<file path="src/core/pcio_consts.svh">
// offsets, field masks and reset values of the coupled io ports
`ifndef PCIO_CONSTS_SVH
`define PCIO_CONSTS_SVH
`define PCIO_R_PIN     4'h0
`define PCIO_R_DOUT    4'h1
`define PCIO_R_OCELL   4'h2
`define PCIO_R_MASK    4'h3
`define PCIO_R_ICELL   4'h4
`define PCIO_R_ENRB    4'h5
`define PCIO_R_MODE    4'h6
`define PCIO_R_DIR     4'h7
`define PCIO_R_DRIVE   4'h8
`define PCIO_PORT_A    2'h0
`define PCIO_PORT_B    2'h1
`define PCIO_PORT_C    2'h2
`define PCIO_PORT_D    2'h3
`define PCIO_VALID     32'h06ffffff
`define PCIO_OD_MASK   32'h009cf0f0
`define PCIO_SLEW_MASK 32'h06000f0f
`define PCIO_RST_BYTE  8'h00
`endif

</file>
<file path="src/core/pcio_pkg.sv">
// types of the coupled io ports
package pcio_pkg;
  typedef struct packed {
    logic [3:0][7:0] sync1;
    logic [3:0][7:0] sync2;
    logic [3:0][7:0] dout;
    logic [3:0][7:0] dir;
    logic [3:0][7:0] drive;
    logic [3:0][7:0] oe_q;
    logic [3:0][7:0] out_q;
    logic [3:0][7:0] od_q;
    logic [3:0][7:0] fast_q;
    logic [1:0][7:0] mode;
    logic [2:0][7:0] mask;
    logic [2:0][7:0] icell;
    logic [1:0][7:0] grp;
    logic [1:0]      msel_s;
    logic [7:0]      rdata;
    logic            rvalid;
    logic [7:0]      pd_la;
  } pcio_state_t;
endpackage

</file>
<file path="src/core/pcio_ports.sv">
// four coupled io ports with macrocells, chip selects and register access
`timescale 1ns/1ps
`include "pcio_consts.svh"
module pcio_ports
  import pcio_pkg::*;
(
  input  wire logic                  clk,
  input  wire logic                  srst,
  input  wire logic                  reg_rd,
  input  wire logic                  reg_wr,
  input  wire logic [5:0]            reg_addr,
  input  wire logic [7:0]            reg_wdata,
  output logic      [7:0]            reg_rdata,
  output logic                       reg_rvalid,
  input  wire logic                  msel_in,
  input  wire logic [3:0][7:0]       pin_in,
  output logic      [3:0][7:0]       pin_out,
  output logic      [3:0][7:0]       pin_oe,
  output logic      [3:0][7:0]       pin_od,
  output logic      [3:0][7:0]       pin_fast,
  input  wire logic [3:0][7:0]       la_oe,
  input  wire logic [3:0][7:0]       la_sel,
  input  wire logic [7:0]            latched_addr,
  input  wire logic                  cell_route_ab,
  input  wire logic                  cell_route_bc,
  input  wire logic [1:0][7:0]       cell_d,
  input  wire logic [1:0][7:0]       cell_ld,
  input  wire logic [2:0][7:0]       icell_ld,
  input  wire logic [1:0]            ecs_term,
  input  wire logic [1:0]            ecs_pol,
  output logic      [1:0][7:0]       cell_q,
  output logic      [2:0][7:0]       icell_q,
  output logic      [7:0]            pd_la
);

  localparam logic [31:0] VALID = `PCIO_VALID;
  localparam logic [31:0] OD_M  = `PCIO_OD_MASK;
  localparam logic [31:0] SLW_M = `PCIO_SLEW_MASK;

  pcio_state_t       s_reg;
  pcio_state_t       s_next;
  logic [3:0][7:0]   oe_e;
  logic [3:0][7:0]   dat;
  logic [2:0][7:0]   cv;
  logic [7:0]        wd;
  logic [7:0]        vm;
  logic [1:0]        pp;
  logic [3:0]        ra;
  logic              acc_rd;
  logic              acc_wr;
  logic              tg0;
  logic              tg1;

  ////////////////////////////////////////////////////////////////////////////
  // next state

  always_comb begin
    s_next = s_reg;
    pp     = reg_addr[5:4];
    ra     = reg_addr[3:0];
    vm     = VALID[8*pp +: 8];
    wd     = reg_wdata & vm;
    acc_rd = reg_rd & ~s_reg.msel_s[1];
    acc_wr = reg_wr & ~s_reg.msel_s[1];
    s_next.msel_s = {s_reg.msel_s[0], msel_in};
    // cell group routing onto ports
    cv[0] = cell_route_ab ? 8'h00 : s_reg.grp[0];
    cv[1] = cell_route_ab ? s_reg.grp[0] : (cell_route_bc ? 8'h00 : s_reg.grp[1]);
    cv[2] = cell_route_bc ? s_reg.grp[1] : 8'h00;
    tg0 = (pp == `PCIO_PORT_A && !cell_route_ab) || (pp == `PCIO_PORT_B && cell_route_ab);
    tg1 = (pp == `PCIO_PORT_B && !cell_route_ab && !cell_route_bc) ||
          (pp == `PCIO_PORT_C && cell_route_bc);
    // array loads of the cell groups
    for (int g = 0; g < 2; g++) begin
      s_next.grp[g] = (s_reg.grp[g] & ~cell_ld[g]) | (cell_d[g] & cell_ld[g]);
    end
    for (int p = 0; p < 4; p++) begin
      s_next.sync1[p] = pin_in[p];
      s_next.sync2[p] = s_reg.sync1[p];
      oe_e[p] = (s_reg.dir[p] | la_oe[p]) & VALID[8*p +: 8];
      dat[p]  = s_reg.dout[p];
      if (p < 2) begin
        for (int b = 0; b < 8; b++) begin
          if (s_reg.mode[p[0]][b]) begin
            dat[p][b] = latched_addr[b];
          end else if (la_sel[p][b]) begin
            dat[p][b] = cv[p[0]][b];
          end else begin
            dat[p][b] = s_reg.dout[p][b];
          end
        end
      end else if (p == 2) begin
        dat[p] = (s_reg.dout[2] & ~la_sel[2]) | (cv[2] & la_sel[2]);
      end else begin
        dat[p] = s_reg.dout[p];
        if (la_sel[3][1]) begin
          dat[p][1] = ecs_pol[0] ? ecs_term[0] : ~ecs_term[0];
        end
        if (la_sel[3][2]) begin
          dat[p][2] = ecs_pol[1] ? ecs_term[1] : ~ecs_term[1];
        end
      end
      dat[p] = dat[p] & VALID[8*p +: 8];
      s_next.out_q[p]  = dat[p];
      s_next.od_q[p]   = s_reg.drive[p] & OD_M[8*p +: 8];
      s_next.fast_q[p] = s_reg.drive[p] & SLW_M[8*p +: 8];
      // open drain pins release instead of driving high
      s_next.oe_q[p] = oe_e[p] & ~(s_next.od_q[p] & dat[p]);
    end
    for (int p = 0; p < 3; p++) begin
      s_next.icell[p] = (s_reg.icell[p] & ~icell_ld[p]) |
                        (s_reg.sync2[p] & icell_ld[p]);
    end
    s_next.pd_la = s_reg.sync2[3] & VALID[31:24];
    // register writes
    if (acc_wr) begin
      unique case (ra)
        `PCIO_R_DOUT: s_next.dout[pp] = wd;
        `PCIO_R_DIR: s_next.dir[pp] = wd;
        `PCIO_R_DRIVE: s_next.drive[pp] = wd;
        `PCIO_R_MODE: begin
          if (pp < 2) begin
            s_next.mode[pp[0]] = wd;
          end
        end
        `PCIO_R_MASK: begin
          if (pp < 3) begin
            s_next.mask[pp] = wd;
          end
        end
        `PCIO_R_OCELL: begin
          if (tg0) begin
            s_next.grp[0] = (s_next.grp[0] & s_reg.mask[pp]) | (wd & ~s_reg.mask[pp]);
          end
          if (tg1) begin
            s_next.grp[1] = (s_next.grp[1] & s_reg.mask[pp]) | (wd & ~s_reg.mask[pp]);
          end
        end
        default: begin
        end
      endcase
    end
    // register reads
    s_next.rvalid = acc_rd;
    s_next.rdata  = 8'h00;
    if (acc_rd) begin
      unique case (ra)
        `PCIO_R_PIN: s_next.rdata = s_reg.sync2[pp] & vm;
        `PCIO_R_DOUT: s_next.rdata = s_reg.dout[pp];
        `PCIO_R_DIR: s_next.rdata = s_reg.dir[pp];
        `PCIO_R_DRIVE: s_next.rdata = s_reg.drive[pp];
        `PCIO_R_MODE: s_next.rdata = (pp < 2) ? s_reg.mode[pp[0]] : 8'h00;
        `PCIO_R_OCELL: s_next.rdata = (pp < 3) ? cv[pp] : 8'h00;
        `PCIO_R_MASK: s_next.rdata = (pp < 3) ? s_reg.mask[pp] : 8'h00;
        `PCIO_R_ICELL: s_next.rdata = (pp < 3) ? s_reg.icell[pp] : 8'h00;
        `PCIO_R_ENRB: s_next.rdata = (pp < 3) ? oe_e[pp] : 8'h00;
        default: s_next.rdata = 8'h00;
      endcase
    end
  end

  ////////////////////////////////////////////////////////////////////////////
  // state register

  always_ff @(posedge clk) begin
    if (srst) begin
      s_reg <= '0;
    end else begin
      s_reg <= s_next;
    end
  end

  assign reg_rdata  = s_reg.rdata;
  assign reg_rvalid = s_reg.rvalid;
  assign pin_out    = s_reg.out_q;
  assign pin_oe     = s_reg.oe_q;
  assign pin_od     = s_reg.od_q;
  assign pin_fast   = s_reg.fast_q;
  assign cell_q     = s_reg.grp;
  assign icell_q    = s_reg.icell;
  assign pd_la      = s_reg.pd_la;

  ////////////////////////////////////////////////////////////////////////////
  // checks

  property p_oe_or;
    @(posedge clk) disable iff (srst)
      (s_reg.dir[2][0] || la_oe[2][0]) |=> pin_oe[2][0];
  endproperty
  a_oe_or: assert property (p_oe_or) else $error("pin not driven");

  property p_oe_off;
    @(posedge clk) disable iff (srst)
      (!s_reg.dir[1][3] && !la_oe[1][3]) |=> !pin_oe[1][3];
  endproperty
  a_oe_off: assert property (p_oe_off) else $error("pin driven as input");

  property p_pin_rd;
    @(posedge clk) disable iff (srst)
      (reg_rd && !s_reg.msel_s[1] && reg_addr == {`PCIO_PORT_B, `PCIO_R_PIN})
      |=> reg_rvalid && reg_rdata == $past(s_reg.sync2[1]);
  endproperty
  a_pin_rd: assert property (p_pin_rd) else $error("pin read wrong");

  property p_dout_rb;
    @(posedge clk) disable iff (srst)
      (reg_wr && !reg_rd && !s_reg.msel_s[1] && reg_addr == {`PCIO_PORT_A, `PCIO_R_DOUT})
      ##1 (reg_rd && !reg_wr && !s_reg.msel_s[1] && reg_addr == {`PCIO_PORT_A, `PCIO_R_DOUT})
      |=> reg_rdata == $past(reg_wdata, 2);
  endproperty
  a_dout_rb: assert property (p_dout_rb) else $error("data out readback wrong");

  property p_omc_load;
    @(posedge clk) disable iff (srst)
      (reg_wr && !s_reg.msel_s[1] && reg_addr == {`PCIO_PORT_C, `PCIO_R_OCELL} &&
       cell_route_bc && s_reg.mask[2] == 8'h00 && cell_ld[1] == 8'h00)
      |=> s_reg.grp[1] == $past(reg_wdata);
  endproperty
  a_omc_load: assert property (p_omc_load) else $error("cell load failed");

  property p_mask;
    @(posedge clk) disable iff (srst)
      (reg_wr && reg_addr == {`PCIO_PORT_C, `PCIO_R_OCELL} && cell_ld[1] == 8'h00)
      |=> (s_reg.grp[1] & $past(s_reg.mask[2])) == ($past(s_reg.grp[1]) & $past(s_reg.mask[2]));
  endproperty
  a_mask: assert property (p_mask) else $error("masked cell loaded");

  property p_enrb;
    @(posedge clk) disable iff (srst)
      (reg_rd && !s_reg.msel_s[1] && reg_addr == {`PCIO_PORT_A, `PCIO_R_ENRB})
      |=> reg_rdata == $past(s_reg.dir[0] | la_oe[0]);
  endproperty
  a_enrb: assert property (p_enrb) else $error("enable readback wrong");

  property p_drive_c;
    @(posedge clk) disable iff (srst)
      1'b1 |=> pin_od[2] == ($past(s_reg.drive[2]) & 8'h9c) && pin_fast[2] == 8'h00;
  endproperty
  a_drive_c: assert property (p_drive_c) else $error("port c drive wrong");

  property p_msel;
    @(posedge clk) disable iff (srst)
      (s_reg.msel_s[1] && reg_wr) |=> $stable(s_reg.dir) && $stable(s_reg.dout);
  endproperty
  a_msel: assert property (p_msel) else $error("write while deselected");

  property p_sync;
    @(posedge clk) disable iff (srst)
      !$past(srst) |=> s_reg.sync2[0] == $past(pin_in[0], 2);
  endproperty
  a_sync: assert property (p_sync) else $error("pin sync depth wrong");

  property p_ecs;
    @(posedge clk) disable iff (srst)
      la_sel[3][1] |=> pin_out[3][1] == ($past(ecs_pol[0]) ? $past(ecs_term[0]) :
                                         !$past(ecs_term[0]));
  endproperty
  a_ecs: assert property (p_ecs) else $error("chip select level wrong");

  property p_c_write;
    @(posedge clk) disable iff (srst)
      reg_wr && !s_reg.msel_s[1] && reg_addr == {`PCIO_PORT_C, `PCIO_R_OCELL} && cell_route_bc;
  endproperty
  c_c_write: cover property (p_c_write);

  property p_c_ecs;
    @(posedge clk) disable iff (srst)
      pin_oe[3][2] && !pin_out[3][2];
  endproperty
  c_c_ecs: cover property (p_c_ecs);

  property p_c_od;
    @(posedge clk) disable iff (srst)
      pin_od[0][7] && !pin_oe[0][7] && s_reg.dir[0][7];
  endproperty
  c_c_od: cover property (p_c_od);

endmodule // pcio_ports

</file>
<file path="config.mk">
export PLATFORM = sky130hd
export DESIGN_NAME = pcio_ports
export DESIGN_NICKNAME = d
export VERILOG_FILES = /design/src/core/pcio_pkg.sv /design/src/core/pcio_ports.sv
export VERILOG_INCLUDE_DIRS = /design/src /design/src/core
export SDC_FILE = /design/constraint.sdc
export NUM_CORES = 1
export LEC_CHECK = 0
export BUFFER_PORTS_ARGS = -buffer_cell sky130_fd_sc_hd__clkbuf_2
export CAP_MARGIN = 20
export CORE_ASPECT_RATIO = 0.7
export CORE_MARGIN = 5
export CORE_UTILIZATION = 35
export DETAILED_ROUTE_END_ITERATION = 12
export SLEW_MARGIN = 20
export SYNTH_ARGS = -nofsm -noshare
export SYNTH_HDL_FRONTEND = slang
export SYNTH_SLANG_ARGS = --single-unit
</file>
<file path="constraint.sdc">
create_clock -name clk -period 3.04 [get_ports clk]
set_input_delay 0.304 -clock clk [delete_from_list [all_inputs] [get_ports clk]]
set_output_delay 0.304 -clock clk [all_outputs]
set_load 0.01 [all_outputs]
</file>
==> results.yml, run 1 <==
run_status:
  run_status: "completed"
clocking:
  cts_root_buf: "clkbuf_16"
  cts_sinks: 315
  insertion_delay_ps: 530
  numCtsBuffers: 34
  clk_path_buf_depth: 3
  cts_tree: "done"
  cts-htree-levels: 2
  clk_pin_slew_ps: 60
timing:
  rsz0062_at_grt: "false"
  min_period_ps: 2119
  setup_viol: 0
  max_slew_margin_pct: 22.54
  hold_viol: 0
  timing.hold.ws_ps: 21.93
  timing.final.crit_share_pct: 69.69
  fmax_ghz: 0.4720
  finalSetupTns_ps: 0
  worst_slack_ps: 921.4
  tightest_slew_ps: 1159
  slew_violations: 0
  skew_ps: 12.89
logic_synthesis:
  synth_cell_types: 59
  yosysWarningCount: 0
  avgSynthCellArea_sq_um: 9.382
  synthFlopType: "dfxtp_1"
  synth-edff-count: 0
  ys_ff_latch: 315
  ys_async_sr_fraction_pct: 0
  ys_seq_area_share_pct: 44.28
  syn_area_sq_um: 14240
  synthCells: 1518
global_route:
  grt_pass1_vias: 10860
  track_usage_pct: 20.34
  overflow: 0
  grt_pass1_wl_microns: 69400
  antenna_found_initial: 5
  grt_max_degree: 112
setup_path:
  worst-r2r-setup-slack_ps: 920
  crit_arrival_ps: 2490
  critPathCaptureType: "flop"
  crit_path_start: "s_reg[18]"
  crit_required_ps: 3420
  cp-start-kind: "flop"
  rr_endpoint: "s_reg[299]"
  critPathMaxFanout: 15
  r2r-start: "s_reg[18]"
  rr_worst_depth: 5
  worstSetupEndpoint: "s_reg[299]"
  critPathKind: "flop to flop"
place:
  placed_cells: 2154
  portBuffers: 291
  dp_hpwl_microns: 35790
  dp_slack_ps: 649.8
  place_congestion: 0.9471
  postPlaceCellArea_sq_um: 15070
drt:
  vias_per_cell: 5.048
  drc: 0
  wirelength_microns: 47760
  vias: 11330
  wl_per_cell_microns: 21.27
  dr.pass1.iters: 7
  drt_iter0_drc: 1099
  ant_nets: 0
die:
  fp-row-count: 61
  core_area_sq_um: 39990
  io_pins: 370
  die_w_microns: 251.1
  die_h_microns: 178.8
  die_area_sq_um: 44890
  initial_core_util_pct: 35.61
power:
  p_leak_nw: 7.039
  power.density_nw_per_um2: 552.2
  ir_drop_mv: 0.3054
final_layout:
  drive_gt1_share_pct: 25.03
  layout_common_cells: "dfxtp_1, clkbuf_2, nor2_1"
  area_delta_synth_final_pct: 15.29
  fin_area_sq_um: 16420
  nets: 1869
  instances_no_fill: 2245
  layout_commonest_cell: "dfxtp_1"
  largest_reg_flops: 139
min_path:
  min-delay-start: "pin_in[3]"
  hold_path.class: "input pin to flop"
job:
  max_cap_violations: 0
[power breakdown]
part	internal (mW)	total, mW	switching [mW]
Combinational	0.311	0.808	0.497
Sequential	4.22	4.28	0.0582
Clock	2.29	3.98	1.70
Total	6.82	9.07	2.25
[final cells by class]
cell class	instances	area (sq um)
inverter	9	33.78
tap	535	669.4
timing repair buffer	349	2028
clock buffer	48	953.4
multi-input combinational	975	6319
fill	4036	23570
sequential	315	6306
clock inverter	10	101.3
antenna	4	10.01
[synth_stat cells, drive strengths merged, types with 5 or more instances]
cell / instances / area, sq um
or3: 11 / 68.82
mux4: 26 / 585.6
and2: 33 / 206.5
dfxtp: 315 / 6306
clkbuf: 55 / 206.5
a22oi: 23 / 172.7
nor2: 165 / 645.6
nand3: 70 / 350.3
nand2b: 9 / 56.30
a211oi: 20 / 150.1
inv: 9 / 33.78
o2bb2ai: 18 / 157.7
nor3: 11 / 55.05
nand2: 105 / 404.1
o21ai: 39 / 198.9
mux2i: 122 / 1221
o311a: 6 / 60.06
o31a: 5 / 43.79
a21oi: 92 / 460.4
mux2: 19 / 214.0
nor2b: 86 / 538.0
a22o: 8 / 70.07
buf: 223 / 1607
[kinds of logic (layout without fill, tap and decap cells)]
group,Yosys count,after routing,synth area share [%]
AO/OA/AOI/OAI,241,241,10.88
multiplexers,167,167,14.19
AND/OR/NAND/NOR,504,504,17.48
buffers and inverters,287,416,12.97
flip-flops,315,315,44.28
XOR/XNOR,3,3,0.1845
other,1,64,0.02633
[metal layers]
metal	up-vias	routed length (microns)	share of wire [%]	global-route usage [%]
li1	5313	-	-	-
met1	5449	20050	42	27.31
met2	493	21670	45	31.09
met3	75	4696	9.8	6.859
met4	2	1335	2.8	6.455
met5	-	7	0.015	0
[stage by stage]
step,total power [mW],util (%)
finish,9.068,41.06
global route,9.400,41.06
CTS,9.149,41.03
detailed placement,5.135,37.67
global placement,5.130,37.67
floorplan,4.896,-
[worst min path at each step]
stage                   to  slack [ps]  cells past startpoint
6_report       s_next[326]          20                      2
3_5_place_dp    s_reg[346]         420                      1
3_3_place_gp    s_reg[332]         420                      1
5_1_grt        s_next[326]          10                      2
2_1_floorplan    s_next[1]         410                      1
4_1_cts        s_next[326]           2                      2
[worst max-delay path, cell delays in order, from the launching register on]
cell	delay, ps
dfxtp_1	350
nor2b_1	390
and2_1	570
nand2_1	400
nand2_1	170
a21oi_1	90
[timing repair]
item                                   4_1_cts  5_1_grt
buffers inserted                             0        0
resized for setup                            0        0
hold buffers                                29        0
endpoints found under the hold margin       29        0
Power figures use the tool's default switching activity.
==> inputs of run 2 (changes only) <==
Clock period 3.04 ns to 2.1 ns, I/O delays scaled along.
==> results.yml, run 2 (synthesis results as in run 1) <==
run_status:
  run_status: "completed"
min_path:
  whs_path_depth: 4
  min-delay-start: "la_sel[8]"
  hold_path.class: "input pin to flop"
  min_to: "pin_out[8]"
clocking:
  post_cts_resize_count: 0
  postCtsSetupBuffers: 0
  clk_path_buf_depth: 3
  cts_root_buf: "clkbuf_16"
  cts-htree-levels: 2
  cts_tree: "done"
  clk_pin_slew_ps: 60
  numCtsBuffers: 34
  insertion_delay_ps: 540
  cts_sinks: 315
timing:
  min_period_ps: 1725
  slew_violations: 0
  timing.final.crit_share_pct: 82.16
  tightest_slew_ps: 818.5
  max_slew_margin_pct: 44.86
  finalSetupTns_ps: 0
  hold_viol: 0
  skew_ps: 17.10
  fmax_ghz: 0.5796
  rsz0062_at_grt: "false"
  setup_viol: 0
place:
  portBuffers: 291
  place_congestion: 0.9400
  dp_hpwl_microns: 37920
final_layout:
  layout_commonest_cell: "dfxtp_1"
  nets: 1975
  utilization_pct: 43.67
  layout_common_cells: "dfxtp_1, clkbuf_2, nor2_1"
  drive_gt1_share_pct: 26.98
  area_delta_synth_final_pct: 22.62
  largest_reg_flops: 139
  fillerInstances: 3903
drt:
  wl_per_cell_microns: 21.26
  drt_iter0_drc: 992
  drc: 0
  vias_per_cell: 4.994
  vias: 11760
  wirelength_microns: 50060
  dr.pass1.iters: 6
  ant_nets: 0
global_route:
  track_usage_pct: 21.28
  grt_pass1_vias: 11500
  grt_pass1_wl_microns: 72390
  overflow: 0
  antenna_found_initial: 5
  grt_max_degree: 67
setup_path:
  r2r-start: "s_reg[18]"
  cp.buffers_inverters: 1
  critPathMaxFanout: 8
  path_cells: "nor2b_1, buf_4, and2_0, nand2_1, mux2i_1, nor2_1"
  rr_worst_depth: 6
  crit_required_ps: 2510
  cp-start-kind: "flop"
  rr_endpoint: "s_reg[61]"
  crit_family: "simple AND/OR/NAND/NOR gates"
  critPathCaptureType: "flop"
  critPathKind: "flop to flop"
  max_stage_delay_ps: 370
  crit_arrival_ps: 2130
  slowest_stage: "nand2_1"
  worst-r2r-setup-slack_ps: 370
die:
  core_area_sq_um: 39990
  die_area_sq_um: 44890
  die_h_microns: 178.8
  io_pins: 370
  die_w_microns: 251.1
  initial_core_util_pct: 35.61
  fp-row-count: 61
job:
  max_cap_violations: 0
power:
  power.density_nw_per_um2: 788.3
  p_leak_nw: 7.575
  ir_drop_mv: 0.4697
## run 2: cell count changes in the layout (fill, tap and decap cells not counted)
cell / before / now
buf_12: 4 / 6
dlygate4sd3_1: 29 / 77
bufinv_16: 1 / 4
clkbuf_8: 6 / 7
clkinv_4: 1 / 0
clkinvlp_4: 0 / 3
clkbuf_1: 9 / 8
inv_6: 3 / 2
diode_2: 4 / 3
buf_4: 27 / 83
## run 2: routing by layer
| layer | global-route usage (%) | wire, microns |
|---|---|---|
| met1 | 29.16 | 21930 |
| met2 | 32.25 | 22300 |
| met3 | 5.873 | 4100 |
| met4 | 7.818 | 1703 |
| met5 | 0 | 27 |
## run 2: worst max path at each step
stage	from	end	cells past startpoint
6_report	s_reg[18]	s_reg[61]	6
5_1_grt	s_reg[18]	s_reg[61]	6
4_1_cts	s_reg[18]	s_reg[61]	6
3_5_place_dp	reg_addr[4]	reg_rdata[4]	6
3_3_place_gp	reg_addr[4]	reg_rdata[4]	6
2_1_floorplan	reg_addr[5]	reg_rdata[3]	7
## run 2: area by class of cell
type                            count  area, sq um  share of cell area [%]
Tap cell                          535        669.4                   3.833
Antenna cell                        3        7.507                 0.04299
Clock buffer                       48        963.4                   5.517
Sequential cell                   315         6306                   36.11
Multi-Input combinational cell    975         6319                   36.18
Inverter                            9        33.78                  0.1934
Clock inverter                     14        196.4                   1.125
Timing Repair Buffer              455         2969                   17.00
## run 2: repair_timing
item / in CTS / in global routing
setup endpoints to repair: 0 / 0
hold buffers: 77 / 0
endpoints found under the hold margin: 80 / 0
## run 2: metrics by stage
step / instances / hold WS [ps] / power [mW] / area (sq um) / setup slack [ps]
after global routing: 2354 / 30.75 / 14.27 / 17460 / 222.3
after floorplan: 1577 / 325.8 / 7.087 / 14460 / 352.6
after CTS: 2351 / 7.437 / 13.90 / 17460 / 387.9
after global placement: 2212 / 417.5 / 7.512 / 15530 / 58.20
final: 2354 / 27.62 / 13.77 / 17460 / 374.6
after detailed placement: 2212 / 422.0 / 7.522 / 15530 / 19.26
## run 2: worst reg2reg max path, cell delays in order (launching register included)
cell and delay, ps:
dfxtp_1 340, nor2b_1 210, buf_4 170, and2_0 180, nand2_1 370, mux2i_1 290
nor2_1 50
## run 2: report_power, final
part / switching, mW / internal, mW
clock: 2.52 / 3.72
sequential: 0.0723 / 6.11
combinational: 0.771 / 0.572
